### src/nvm_seq_pkg.sv
// Package of constants and types shared by the page buffer and CRC block.
// Operation
// - Flash buffer loads one 16-bit word each; requester clears it first.
// - Loading any buffer location stores old value AND new value.
// - Unloaded flash buffer words read and program as all ones.
// - Flash buffer clears after reset and flash page or lock writes.
// - EEPROM buffer loads one byte per load; requester clears first.
// - Loaded EEPROM bytes get a tag; page write and erase act on tags.
// - Untagged EEPROM bytes stay unchanged by page write and erase.
// - EEPROM erase ignores data values; locations must be loaded to tag.
// - EEPROM buffer, tags clear after reset, EEPROM page, lock, fuse writes.
// - Separate erase, separate write and atomic erase-write all supported.
// - Sequencing is identical for CPU and external programmer requests.
// - Low-voltage indication aborts any programming operation immediately.
// - Brownout monitor forced on during chip erase or debug interface use.
// - CRC over application section, boot section or explicit range.
// - CPU held halted during CRC; result placed before release (code posts it on the same clock edge as the release).
// - CRC consumes one flash word per clock cycle.
// - CRC is a MISR on 16-bit words, polynomial x^24+x^4+x^3+x+1.
// - Busy flag set and register writes ignored while operating.
// - Programming blocks other programming, buffer loads and section reads.
package nvm_seq_pkg;
    localparam int FWORDS     = 16;
    localparam int FW_AW      = 4;
    localparam int EBYTES     = 8;
    localparam int EB_AW      = 3;
    localparam int FPAGE_AW   = 8;
    localparam int EPAGE_AW   = 6;
    localparam int FADDR_W    = FPAGE_AW + FW_AW;
    localparam int CRC_W      = 24;
    localparam logic [15:0] FWORD_ERASED = 16'hFFFF;
    localparam logic [7:0]  EBYTE_ERASED = 8'hFF;
    localparam logic [CRC_W-1:0] CRC_POLY = 24'h00_001B;
    localparam logic [CRC_W-1:0] CRC_ZERO = 24'h00_0000;
    localparam logic [FADDR_W-1:0] APP_FIRST  = 12'h000;
    localparam logic [FADDR_W-1:0] APP_LAST   = 12'hDFF;
    localparam logic [FADDR_W-1:0] BOOT_FIRST = 12'hE00;
    localparam logic [FADDR_W-1:0] BOOT_LAST  = 12'hFFF;
    localparam logic [3:0] CMD_NOP        = 4'h0;
    localparam logic [3:0] CMD_LD_FBUF    = 4'h1;
    localparam logic [3:0] CMD_CLR_FBUF   = 4'h2;
    localparam logic [3:0] CMD_ERASE_FPG  = 4'h3;
    localparam logic [3:0] CMD_WRITE_FPG  = 4'h4;
    localparam logic [3:0] CMD_EWR_FPG    = 4'h5;
    localparam logic [3:0] CMD_SIG_WRITE  = 4'h6;
    localparam logic [3:0] CMD_LOCK_WRITE = 4'h7;
    localparam logic [3:0] CMD_FUSE_WRITE = 4'h8;
    localparam logic [3:0] CMD_LD_EBUF    = 4'h9;
    localparam logic [3:0] CMD_CLR_EBUF   = 4'hA;
    localparam logic [3:0] CMD_ERASE_EPG  = 4'hB;
    localparam logic [3:0] CMD_WRITE_EPG  = 4'hC;
    localparam logic [3:0] CMD_EWR_EPG    = 4'hD;
    localparam logic [3:0] CMD_CRC        = 4'hE;
    localparam logic [1:0] CRC_APP   = 2'h0;
    localparam logic [1:0] CRC_BOOT  = 2'h1;
    localparam logic [1:0] CRC_RANGE = 2'h2;
    typedef enum logic [2:0] {
        ST_IDLE, ST_FERASE, ST_FWRITE, ST_EPROG, ST_MISC, ST_CRC
    } state_t;
endpackage

### src/nvm_page_buffer_and_crc.sv
// Flash and EEPROM page buffer sequencer with MISR flash checksum.
`timescale 1ns/10ps
module nvm_page_buffer_and_crc
    import nvm_seq_pkg::*;
(
    input  wire logic                REF_CLK,
    input  wire logic                RST,
    input  wire logic                CMD_VALID,
    input  wire logic [3:0]          CMD,
    input  wire logic                CMD_FROM_EXT,
    input  wire logic [FADDR_W-1:0]  CMD_ADDR,
    input  wire logic [FADDR_W-1:0]  CMD_ADDR_END,
    input  wire logic [1:0]          CRC_SEL,
    input  wire logic [15:0]         CMD_DATA,
    input  wire logic                LOW_VOLTAGE_PIN,
    input  wire logic                CHIP_ERASE_ACTIVE,
    input  wire logic                PROGRAM_DEBUG_INTERFACE_EN,
    input  wire logic                NVM_DONE,
    input  wire logic [15:0]         FLASH_RD_DATA,
    output logic                     BUSY,
    output logic                     CPU_HALT,
    output logic                     BLOCK_READS,
    output logic                     BROWNOUT_MONITOR_FORCE,
    output logic                     NVM_ERASE,
    output logic                     NVM_WRITE,
    output logic                     NVM_EEPROM,
    output logic                     NVM_ABORT,
    output logic [FADDR_W-1:0]       NVM_ADDR,
    output logic [15:0]              NVM_WDATA,
    output logic [EBYTES-1:0]        EEPROM_BYTE_EN,
    output logic [FADDR_W-1:0]       FLASH_RD_ADDR,
    output logic [CRC_W-1:0]         CRC_RESULT,
    output logic                     CRC_DONE
);
    // Low-voltage indication and forcing straps come from analog/pin domains.
    logic [1:0] lv_sync_q;
    logic [1:0] ce_sync_q;
    logic [1:0] pdi_sync_q;
    always_ff @(posedge REF_CLK)
    begin
        lv_sync_q  <= {lv_sync_q[0], LOW_VOLTAGE_PIN};
        ce_sync_q  <= {ce_sync_q[0], CHIP_ERASE_ACTIVE};
        pdi_sync_q <= {pdi_sync_q[0], PROGRAM_DEBUG_INTERFACE_EN};
    end
    wire logic low_v = lv_sync_q[1];

    state_t                   state_q, state_d;
    logic [FADDR_W-1:0]       addr_q, addr_d;
    logic [FADDR_W-1:0]       end_q, end_d;
    logic [3:0]               op_q, op_d;
    logic                     erase_q, erase_d;
    logic                     write_q, write_d;
    logic                     eep_q, eep_d;
    logic                     abort_q, abort_d;
    logic [15:0]              wdata_q, wdata_d;
    logic [EBYTES-1:0]        ben_q, ben_d;
    logic [EBYTES-1:0]        tag_q, tag_d;
    logic [FW_AW-1:0]         widx_q, widx_d;
    logic                     wvalid_q, wvalid_d;
    logic [CRC_W-1:0]         misr_q, misr_d;
    logic [CRC_W-1:0]         crc_q, crc_d;
    logic                     crc_done_q, crc_done_d;
    logic                     crc_rd_q, crc_rd_d;
    logic                     crc_last_q, crc_last_d;
    logic [FADDR_W-1:0]       rd_addr_q, rd_addr_d;
    logic [FW_AW-1:0]         wword_q, wword_d;
    logic                     ephase_q, ephase_d;
    logic                     crc_dv_q, crc_dv_d;
    logic                     crc_dlast_q, crc_dlast_d;
    logic                     fclr, fld, eclr, eld;
    logic [15:0]              fbuf_rd;
    logic [7:0]               ebuf_rd;

    // Accepted only when idle; the source of the request is not consulted.
    wire logic take = CMD_VALID && state_q == ST_IDLE;

    nvm_buf_mem #(.W(16), .N(FWORDS), .AW(FW_AW)) u_fbuf (
        .clk     (REF_CLK),
        .clr     (fclr),
        .ld      (fld),
        .ld_addr (CMD_ADDR[FW_AW-1:0]),
        .ld_data (CMD_DATA),
        .rd_addr (widx_d),
        .rd_data (fbuf_rd)
    );

    nvm_buf_mem #(.W(8), .N(EBYTES), .AW(EB_AW)) u_ebuf (
        .clk     (REF_CLK),
        .clr     (eclr),
        .ld      (eld),
        .ld_addr (CMD_ADDR[EB_AW-1:0]),
        .ld_data (CMD_DATA[7:0]),
        .rd_addr (widx_d[EB_AW-1:0]),
        .rd_data (ebuf_rd)
    );

    // MISR step: shift left, fold bit 23 through the polynomial, xor in word.
    function automatic logic [CRC_W-1:0] misr_step(
        input logic [CRC_W-1:0] s,
        input logic [15:0]      w
    );
        logic [CRC_W-1:0] n;
        n = {s[CRC_W-2:0], 1'b0};
        if (s[CRC_W-1])
            n = n ^ CRC_POLY;
        return n ^ {8'h00, w};
    endfunction

    always_comb
    begin
        state_d    = state_q;
        addr_d     = addr_q;
        end_d      = end_q;
        op_d       = op_q;
        erase_d    = 1'b0;
        write_d    = 1'b0;
        eep_d      = eep_q;
        abort_d    = 1'b0;
        wdata_d    = wdata_q;
        ben_d      = '0;
        tag_d      = tag_q;
        widx_d     = widx_q;
        wvalid_d   = 1'b0;
        misr_d     = misr_q;
        crc_d      = crc_q;
        crc_done_d = 1'b0;
        crc_rd_d   = 1'b0;
        crc_last_d = 1'b0;
        rd_addr_d  = rd_addr_q;
        // The strobe leaving now carries the index read one cycle earlier.
        wword_d     = state_q == ST_FWRITE ? widx_q : '0;
        ephase_d    = ephase_q;
        crc_dv_d    = crc_rd_q;
        crc_dlast_d = crc_rd_q && crc_last_q;
        fclr       = RST;
        fld        = 1'b0;
        eclr       = RST;
        eld        = 1'b0;
        if (RST)
            tag_d = '0;
        case (state_q)
            ST_IDLE:
            begin
                widx_d = '0;
                if (take)
                begin
                    addr_d = CMD_ADDR;
                    op_d   = CMD;
                    case (CMD)
                        CMD_LD_FBUF:
                            fld = 1'b1;
                        CMD_CLR_FBUF:
                            fclr = 1'b1;
                        CMD_LD_EBUF:
                        begin
                            eld = 1'b1;
                            tag_d[CMD_ADDR[EB_AW-1:0]] = 1'b1;
                        end
                        CMD_CLR_EBUF:
                        begin
                            eclr  = 1'b1;
                            tag_d = '0;
                        end
                        CMD_ERASE_FPG, CMD_EWR_FPG:
                        begin
                            eep_d   = 1'b0;
                            erase_d = 1'b1;
                            state_d = ST_FERASE;
                        end
                        CMD_WRITE_FPG, CMD_SIG_WRITE:
                        begin
                            eep_d    = 1'b0;
                            wvalid_d = 1'b1;
                            state_d  = ST_FWRITE;
                        end
                        CMD_ERASE_EPG, CMD_WRITE_EPG, CMD_EWR_EPG:
                        begin
                            eep_d   = 1'b1;
                            erase_d = CMD != CMD_WRITE_EPG;
                            write_d = CMD == CMD_WRITE_EPG;
                            wdata_d = CMD == CMD_ERASE_EPG
                                    ? FWORD_ERASED
                                    : {8'h00, ebuf_rd};
                            ben_d   = tag_q;
                            ephase_d = 1'b0;
                            state_d = ST_EPROG;
                        end
                        CMD_LOCK_WRITE, CMD_FUSE_WRITE:
                        begin
                            write_d = 1'b1;
                            state_d = ST_MISC;
                        end
                        CMD_CRC:
                        begin
                            misr_d = CRC_ZERO;
                            if (CRC_SEL == CRC_APP)
                            begin
                                rd_addr_d = APP_FIRST;
                                end_d     = APP_LAST;
                            end
                            else if (CRC_SEL == CRC_BOOT)
                            begin
                                rd_addr_d = BOOT_FIRST;
                                end_d     = BOOT_LAST;
                            end
                            else
                            begin
                                rd_addr_d = CMD_ADDR;
                                end_d     = CMD_ADDR_END;
                            end
                            crc_rd_d = 1'b1;
                            crc_last_d = rd_addr_d == end_d;
                            state_d  = ST_CRC;
                        end
                        default:
                            op_d = CMD_NOP;
                    endcase
                end
            end
            ST_FERASE:
            begin
                if (NVM_DONE)
                begin
                    if (op_q == CMD_EWR_FPG)
                    begin
                        wvalid_d = 1'b1;
                        state_d  = ST_FWRITE;
                    end
                    else
                        state_d = ST_IDLE;
                end
            end
            ST_FWRITE:
            begin
                // Stream each buffer word to the array; one per cycle.
                if (wvalid_q)
                begin
                    write_d = 1'b1;
                    wdata_d = fbuf_rd;
                    if (widx_q != FW_AW'(FWORDS - 1))
                    begin
                        widx_d   = widx_q + 1'b1;
                        wvalid_d = 1'b1;
                    end
                end
                else if (NVM_DONE)
                begin
                    fclr    = 1'b1;
                    state_d = ST_IDLE;
                end
            end
            ST_EPROG:
            begin
                // Only byte lane 0 of the data bus carries EEPROM data.
                wdata_d = {8'h00, ebuf_rd};
                if (NVM_DONE)
                begin
                    if (op_q == CMD_EWR_EPG && !ephase_q)
                    begin
                        // Stay busy so the write half is guarded as well.
                        write_d  = 1'b1;
                        ben_d    = tag_q;
                        ephase_d = 1'b1;
                    end
                    else
                    begin
                        if (op_q != CMD_ERASE_EPG)
                        begin
                            eclr  = 1'b1;
                            tag_d = '0;
                        end
                        state_d = ST_IDLE;
                    end
                end
            end
            ST_MISC:
            begin
                if (NVM_DONE)
                begin
                    fclr  = op_q == CMD_LOCK_WRITE;
                    eclr  = 1'b1;
                    tag_d = '0;
                    state_d = ST_IDLE;
                end
            end
            ST_CRC:
            begin
                // Addresses run one cycle ahead of the words they return.
                if (crc_rd_q && !crc_last_q)
                begin
                    rd_addr_d  = rd_addr_q + 1'b1;
                    crc_rd_d   = 1'b1;
                    crc_last_d = rd_addr_d == end_q;
                end
                if (crc_dv_q)
                    misr_d = misr_step(misr_q, FLASH_RD_DATA);
                if (crc_dlast_q)
                begin
                    crc_d      = misr_d;
                    crc_done_d = 1'b1;
                    state_d    = ST_IDLE;
                end
            end
            default:
                state_d = ST_IDLE;
        endcase
        // Brownout during any programming ends it at once.
        if (low_v && state_q != ST_IDLE && state_q != ST_CRC)
        begin
            abort_d  = 1'b1;
            write_d  = 1'b0;
            erase_d  = 1'b0;
            wvalid_d = 1'b0;
            state_d  = ST_IDLE;
        end
        if (RST)
            state_d = ST_IDLE;
    end

    // State registers; every next value comes from the process above.
    always_ff @(posedge REF_CLK)
    begin
        if (RST)
        begin
            state_q    <= ST_IDLE;
            addr_q     <= '0;
            end_q      <= '0;
            op_q       <= CMD_NOP;
            erase_q    <= 1'b0;
            write_q    <= 1'b0;
            eep_q      <= 1'b0;
            abort_q    <= 1'b0;
            wdata_q    <= '0;
            ben_q      <= '0;
            tag_q      <= '0;
            widx_q     <= '0;
            wvalid_q   <= 1'b0;
            misr_q     <= CRC_ZERO;
            crc_q      <= CRC_ZERO;
            crc_done_q <= 1'b0;
            crc_rd_q   <= 1'b0;
            crc_last_q <= 1'b0;
            rd_addr_q  <= '0;
            wword_q    <= '0;
            ephase_q   <= 1'b0;
            crc_dv_q   <= 1'b0;
            crc_dlast_q <= 1'b0;
        end
        else
        begin
            state_q    <= state_d;
            addr_q     <= addr_d;
            end_q      <= end_d;
            op_q       <= op_d;
            erase_q    <= erase_d;
            write_q    <= write_d;
            eep_q      <= eep_d;
            abort_q    <= abort_d;
            wdata_q    <= wdata_d;
            ben_q      <= ben_d;
            tag_q      <= tag_d;
            widx_q     <= widx_d;
            wvalid_q   <= wvalid_d;
            misr_q     <= misr_d;
            crc_q      <= crc_d;
            crc_done_q <= crc_done_d;
            crc_rd_q   <= crc_rd_d;
            crc_last_q <= crc_last_d;
            rd_addr_q  <= rd_addr_d;
            wword_q    <= wword_d;
            ephase_q   <= ephase_d;
            crc_dv_q   <= crc_dv_d;
            crc_dlast_q <= crc_dlast_d;
        end
    end

    logic busy_q, halt_q, blk_q, bod_q;
    always_ff @(posedge REF_CLK)
    begin
        if (RST)
        begin
            busy_q <= 1'b0;
            halt_q <= 1'b0;
            blk_q  <= 1'b0;
            bod_q  <= 1'b0;
        end
        else
        begin
            busy_q <= state_d != ST_IDLE;
            halt_q <= state_d == ST_CRC;
            blk_q  <= state_d != ST_IDLE && state_d != ST_CRC;
            bod_q  <= ce_sync_q[1] || pdi_sync_q[1];
        end
    end

    assign BUSY                   = busy_q;
    assign CPU_HALT               = halt_q;
    assign BLOCK_READS            = blk_q;
    assign BROWNOUT_MONITOR_FORCE = bod_q;
    assign NVM_ERASE              = erase_q;
    assign NVM_WRITE              = write_q;
    assign NVM_EEPROM             = eep_q;
    assign NVM_ABORT              = abort_q;
    assign NVM_ADDR               = {addr_q[FADDR_W-1:FW_AW], wword_q};
    assign NVM_WDATA              = wdata_q;
    assign EEPROM_BYTE_EN         = ben_q;
    assign FLASH_RD_ADDR          = rd_addr_q;
    assign CRC_RESULT             = crc_q;
    assign CRC_DONE               = crc_done_q;

    a_crc_halt_release: assert property (
        @(posedge REF_CLK) disable iff (RST)
        CRC_DONE |-> !CPU_HALT)
        else $error("CPU still halted after checksum posted.");
    a_busy_ignores_cmd: assert property (
        @(posedge REF_CLK) disable iff (RST)
        (BUSY && CMD_VALID && state_q != ST_IDLE) |=> $stable(op_q))
        else $error("Command taken while busy.");
    a_abort_on_lowv: assert property (
        @(posedge REF_CLK) disable iff (RST)
        (low_v && state_q != ST_IDLE && state_q != ST_CRC) |=>
        NVM_ABORT && !BUSY)
        else $error("Programming not aborted on low voltage.");
    a_bod_forced: assert property (
        @(posedge REF_CLK) disable iff (RST)
        (ce_sync_q[1] || pdi_sync_q[1]) |=> BROWNOUT_MONITOR_FORCE)
        else $error("Brownout monitor not forced on.");
    a_tag_on_load: assert property (
        @(posedge REF_CLK) disable iff (RST)
        (take && CMD == CMD_LD_EBUF) |=>
        tag_q[$past(CMD_ADDR[EB_AW-1:0])])
        else $error("EEPROM load did not set its tag.");
    a_ebyte_en_tags: assert property (
        @(posedge REF_CLK) disable iff (RST)
        NVM_EEPROM && (NVM_WRITE || NVM_ERASE) |->
        (EEPROM_BYTE_EN & ~$past(tag_q)) == '0)
        else $error("Untagged EEPROM byte enabled.");
    a_crc_clear_start: assert property (
        @(posedge REF_CLK) disable iff (RST)
        (take && CMD == CMD_CRC) |=> misr_q == CRC_ZERO)
        else $error("Signature register not cleared at start.");
    a_block_while_prog: assert property (
        @(posedge REF_CLK) disable iff (RST)
        (NVM_WRITE || NVM_ERASE) |-> BLOCK_READS && BUSY)
        else $error("Reads not blocked during programming.");
endmodule

### src/nvm_buf_mem.sv
// Word-wide page buffer storage with AND-merge load and registered read.
`timescale 1ns/10ps
module nvm_buf_mem
    import nvm_seq_pkg::*;
#(
    parameter int W  = 16,
    parameter int N  = 16,
    parameter int AW = 4
)(
    input  wire logic          clk,
    input  wire logic          clr,
    input  wire logic          ld,
    input  wire logic [AW-1:0] ld_addr,
    input  wire logic [W-1:0]  ld_data,
    input  wire logic [AW-1:0] rd_addr,
    output logic      [W-1:0]  rd_data
);
    logic [W-1:0] mem_q [N];
    logic [W-1:0] mem_d [N];

    genvar i;
    generate
        for (i = 0; i < N; i++)
        begin : g_loc
            always_comb
            begin
                mem_d[i] = mem_q[i];
                if (clr)
                    mem_d[i] = '1;
                else if (ld && ld_addr == AW'(i))
                    mem_d[i] = mem_q[i] & ld_data;
            end
            always_ff @(posedge clk)
            begin
                mem_q[i] <= mem_d[i];
            end
        end
    endgenerate

    always_ff @(posedge clk)
    begin
        rd_data <= mem_q[rd_addr];
    end
endmodule

### config.mk
export PLATFORM = sky130hd
export DESIGN_NAME = nvm_page_buffer_and_crc
export DESIGN_NICKNAME = d
export VERILOG_FILES = /design/src/nvm_seq_pkg.sv /design/src/nvm_page_buffer_and_crc.sv /design/src/nvm_buf_mem.sv
export SDC_FILE = /design/constraint.sdc
export NUM_CORES = 1
export LEC_CHECK = 0
export BUFFER_PORTS_ARGS = -buffer_cell sky130_fd_sc_hd__buf_4
export CAP_MARGIN = 30
export CORE_MARGIN = 2
export CORE_UTILIZATION = 54
export DETAILED_ROUTE_END_ITERATION = 6
export PLACE_DENSITY = 0.8
export SLEW_MARGIN = 20
export SYNTH_ARGS = -nofsm -noshare
export SYNTH_HDL_FRONTEND = slang
export SYNTH_SLANG_ARGS = --single-unit
### constraint.sdc
create_clock -name REF_CLK -period 2.55 [get_ports REF_CLK]
set_input_delay 0.51 -clock REF_CLK [delete_from_list [all_inputs] [get_ports REF_CLK]]
set_output_delay 0.51 -clock REF_CLK [all_outputs]
set_load 0.005 [all_outputs]
==> reports/qor.json <==
{
  "global_route_wire_length_before_repair_um": 97400,
  "min_period_ps": 2480,
  "worstPathArrival_ps": 2970,
  "layout_skew_ps": 33.7,
  "vdd_drop_max_mv": 0.502,
  "routed_wire_length_per_instance_um": 20.0,
  "synth_fp_nets": 2469,
  "worstPathCellList": "or4b_4, or4_4, nor2_1, buf_4, nand2_1, buf_4, o21ai_0, nand2_1",
  "clkLatencyLatePin_ps": 610,
  "gr-usage-met3_pct": 6.33,
  "cp.required_ps": 3040,
  "drc_errors": 0,
  "cell_area_after_layout_mm2": 0.0244,
  "die_height_um": 196,
  "setup_repair_after_global_routing_missed_its_margin": "true",
  "total_cell_area_at_the_placement_stage_mm2": 0.0225,
  "largest_delay_contributor_family_on_the_critical_path": "simple AND/OR/NAND/NOR gates",
  "grt_pass1_vias": 18500,
  "grt_overflow": 0,
  "avgViaCountPerCell": 6.21,
  "rr_startpoint": "state_q[0]",
  "final_antenna_net_count": 0,
  "finalCritPeriodShare_pct": 97.2,
  "clock_edge_transition_at_the_registers_on_the_reported_setup_and_hold_paths_ps": 60,
  "setup.worst_path.class": "flip-flop to flip-flop",
  "cp_max_fo": 14,
  "ctsRootBufferMaster": "clkbuf_16",
  "max_h_tree_level": 2,
  "maximum_achievable_frequency_ghz": 0.404,
  "synth_seq_area_share_pct": 49.3,
  "mappedNetlistArea_mm2": 0.0200,
  "synth_cell_types": 70,
  "outcome": "finished clean",
  "crit_slowest_cell": "or4_4",
  "vias": 19000,
  "detail_route.first_pass.iterations": 6,
  "drv_cap": 0,
  "wirelength_um": 61400,
  "transition_at_the_pin_with_the_smallest_max_transition_slack_ps": 879,
  "r2r_slack_ps": 70,
  "dp_cells": 2972,
  "yosysWarnings": 0,
  "internal_power_consumption_mw": 12.6,
  "maxSlewViolCount": 0,
  "layout.filler_cells": 2850,
  "syn-instance-count": 2397,
  "numPortBuffers": 149,
  "synth-main-ff-cell": "dfxtp_1",
  "totalNegativeSetupSlack_ps": 0,
  "start_util_pct": 54.7,
  "holdPathEnd": "ce_sync_q[0]",
  "ys_seq_elements": 492,
  "cts-hold-fix-buffers": 0,
  "groute.usage.overall_pct": 31.3,
  "io_pins": 151,
  "globalplace.congestion": 0.944,
  "worst-path-buf-inv": 2,
  "slew_headroom_pct": 39.9,
  "final_net_count": 2627,
  "coreArea_mm2": 0.0365,
  "reg2reg_depth": 8,
  "final_core_util_pct": 66.7,
  "postCtsSetupRepairBufs": 0,
  "async_flop_share_pct": 0,
  "die_width_um": 196,
  "worst_hold_class": "input port to flip-flop",
  "initial_antenna_violation_count": 1,
  "cts-buffers-inserted": 49,
  "met1_capacity_usage_during_global_routing_pct": 39.3,
  "seq_power_share_pct": 47.7,
  "worstSetupEndpointType": "flip-flop",
  "hpwl_um": 39800,
  "number_of_buffers_on_the_longest_clock_path": 3,
  "number_of_hold_violations_in_the_final_report": 0,
  "worst_hold_path.num_cells": 1,
  "combPwrFrac_pct": 5.9,
  "post_route_cells_drive_above_1_share_pct": 17.2,
  "finalSetupViolations": 0,
  "p_leak_nw": 9.19,
  "slowest_delay_ps": 570,
  "grt.busiest_layer": "met2",
  "worst_setup_path_start_kind": "flip-flop",
  "postSynthAreaPerCell_um2": 8.34,
  "crit-reg2reg-capture": "u_fbuf.mem_q[0][8]",
  "cts_tree": "done",
  "num_rows": 70,
  "power_switching_mw": 3.72,
  "min-delay-start": "CHIP_ERASE_ACTIVE",
  "final_cells": 3063,
  "cts_sinks": 492,
  "pin_count_of_the_biggest_net_entering_global_routing": 75,
  "grtUsageMet2_pct": 51.5,
  "power-per-cell-area_mw_per_mm2": 671,
  "synth-edff-count": 0,
  "areaGrowthSynthToFinish_pct": 21.8,
  "netSwitchingFraction_pct": 22.8,
  "cts-resized-gates": 8,
  "design.die.area_mm2": 0.0386,
  "power.share.clock_pct": 46.4,
  "dr.first_iter.drc_count": 1831
}
==> sequential cells by signal, indices dropped and copies added (netlist names), 2 cells and up <==
| name | flops |
|---|---|
| CRC_RESULT | 24 |
| EEPROM_BYTE_EN | 8 |
| FLASH_RD_ADDR | 12 |
| NVM_WDATA | 16 |
| addr_q | 8 |
| ce_sync_q | 2 |
| end_q | 12 |
| lv_sync_q | 2 |
| misr_q | 24 |
| op_q | 4 |
| pdi_sync_q | 2 |
| state_q | 3 |
| tag_q | 8 |
| u_ebuf.mem_q | 64 |
| u_ebuf.rd_data | 8 |
| u_fbuf.mem_q | 256 |
| u_fbuf.rd_data | 16 |
| widx_q | 4 |
| wword_q | 4 |
==> final cells by class <==
cell class,count,area (um2),share of cell area [%]
antenna,1,2.50,0.0103
clock buffer,72,1430,5.88
clock inverter,18,284,1.17
inverter,29,109,0.447
multi-input combinational,1683,9410,38.6
sequential,492,9850,40.5
tap,468,586,2.40
timing repair buffer,300,2680,11.0
==> metal layers <==
layer / up-vias / share of wire [%]
met4: 0 / 4.6
met3: 188 / 9.6
li1: 8780 / -
met1: 9065 / 40
met2: 986 / 46
met5: - / 0
==> per-stage QoR <==
step / hold WS [ps] / total power [mW] / setup slack (ps)
6_report: 32.7 / 16.4 / 72.0
5_1_grt: 11.3 / 16.8 / -20.2
4_1_cts: 7.32 / 16.4 / -2.14
3_5_place_dp: 312 / 8.90 / -91.3
3_3_place_gp: 310 / 8.88 / -28.1
2_1_floorplan: 310 / 8.47 / 102
==> kinds of logic after synthesis <==
kind of cell	Yosys count	share of synthesized area [%]
buf+inv	222	4.44
fa+ha+maj	3	0.175
mux	27	1.36
xor+xnor	40	1.75
simple gates	858	19.1
compound gates	755	23.9
flops	492	49.3
==> placed cells by master, fill, tap and decap left out, types with 41 or more instances in the layout <==
master	Yosys	final
nand2_1	490	489
o21ai_0	349	344
nor3_1	46	44
a211oi_1	48	46
a21oi_1	89	89
dfxtp_1	492	490
nor2_1	126	126
clkbuf_16	0	49
buf_4	0	264
nand3_1	41	41
==> synthesized netlist by cell type (18+ instances only) <==
master     instances  share of area [%]
dfxtp_1          492                 49
nand2_1          490                9.2
o21ai_0          349                8.7
clkbuf_1         154                2.9
nor2_1           126                2.4
a21oi_1           89                2.2
a211oi_1          48                1.8
nor3_1            46                1.2
nand3_1           41                1.0
xnor2_1           33                1.4
a2bb2oi_1         32                1.4
a311oi_1          30                1.3
inv_1             29               0.54
a22oi_1           28                1.1
and3_1            28               0.88
mux2i_1           26                1.3
nand2b_1          25               0.78
o22ai_1           25               0.78
or3_1             21               0.66
a2111oi_0         19               0.83
or2_2             19               0.59
a221oi_1          18               0.79
buf_2             18               0.45
==> worst max path at each step <==
| stage | startpoint | to | slack [ps] | cells past startpoint |
|---|---|---|---|---|
| after global routing | state_q[2] | u_fbuf.rd_data[0] | -20 | 11 |
| after CTS | widx_q[1] | u_fbuf.rd_data[5] | -2 | 11 |
| after detailed placement | CMD_VALID | u_fbuf.mem_q[6][9] | -90 | 9 |
| final | state_q[0] | u_fbuf.mem_q[0][8] | 70 | 8 |
| after global placement | CMD_VALID | u_fbuf.mem_q[4][3] | -30 | 9 |
| after floorplan | CMD_VALID | u_fbuf.mem_q[0][15] | 100 | 6 |
==> power groups by stage <==
stage	clock, mW	combinational, mW	sequential [mW]
6_report	7.59	0.969	7.79
3_5_place_dp	0	0.942	7.96
4_1_cts	7.67	0.949	7.79
5_1_grt	7.98	1.04	7.80
3_3_place_gp	0	0.922	7.96
2_1_floorplan	0	0.517	7.95
Note: power is estimated with default switching activity, not from simulation.
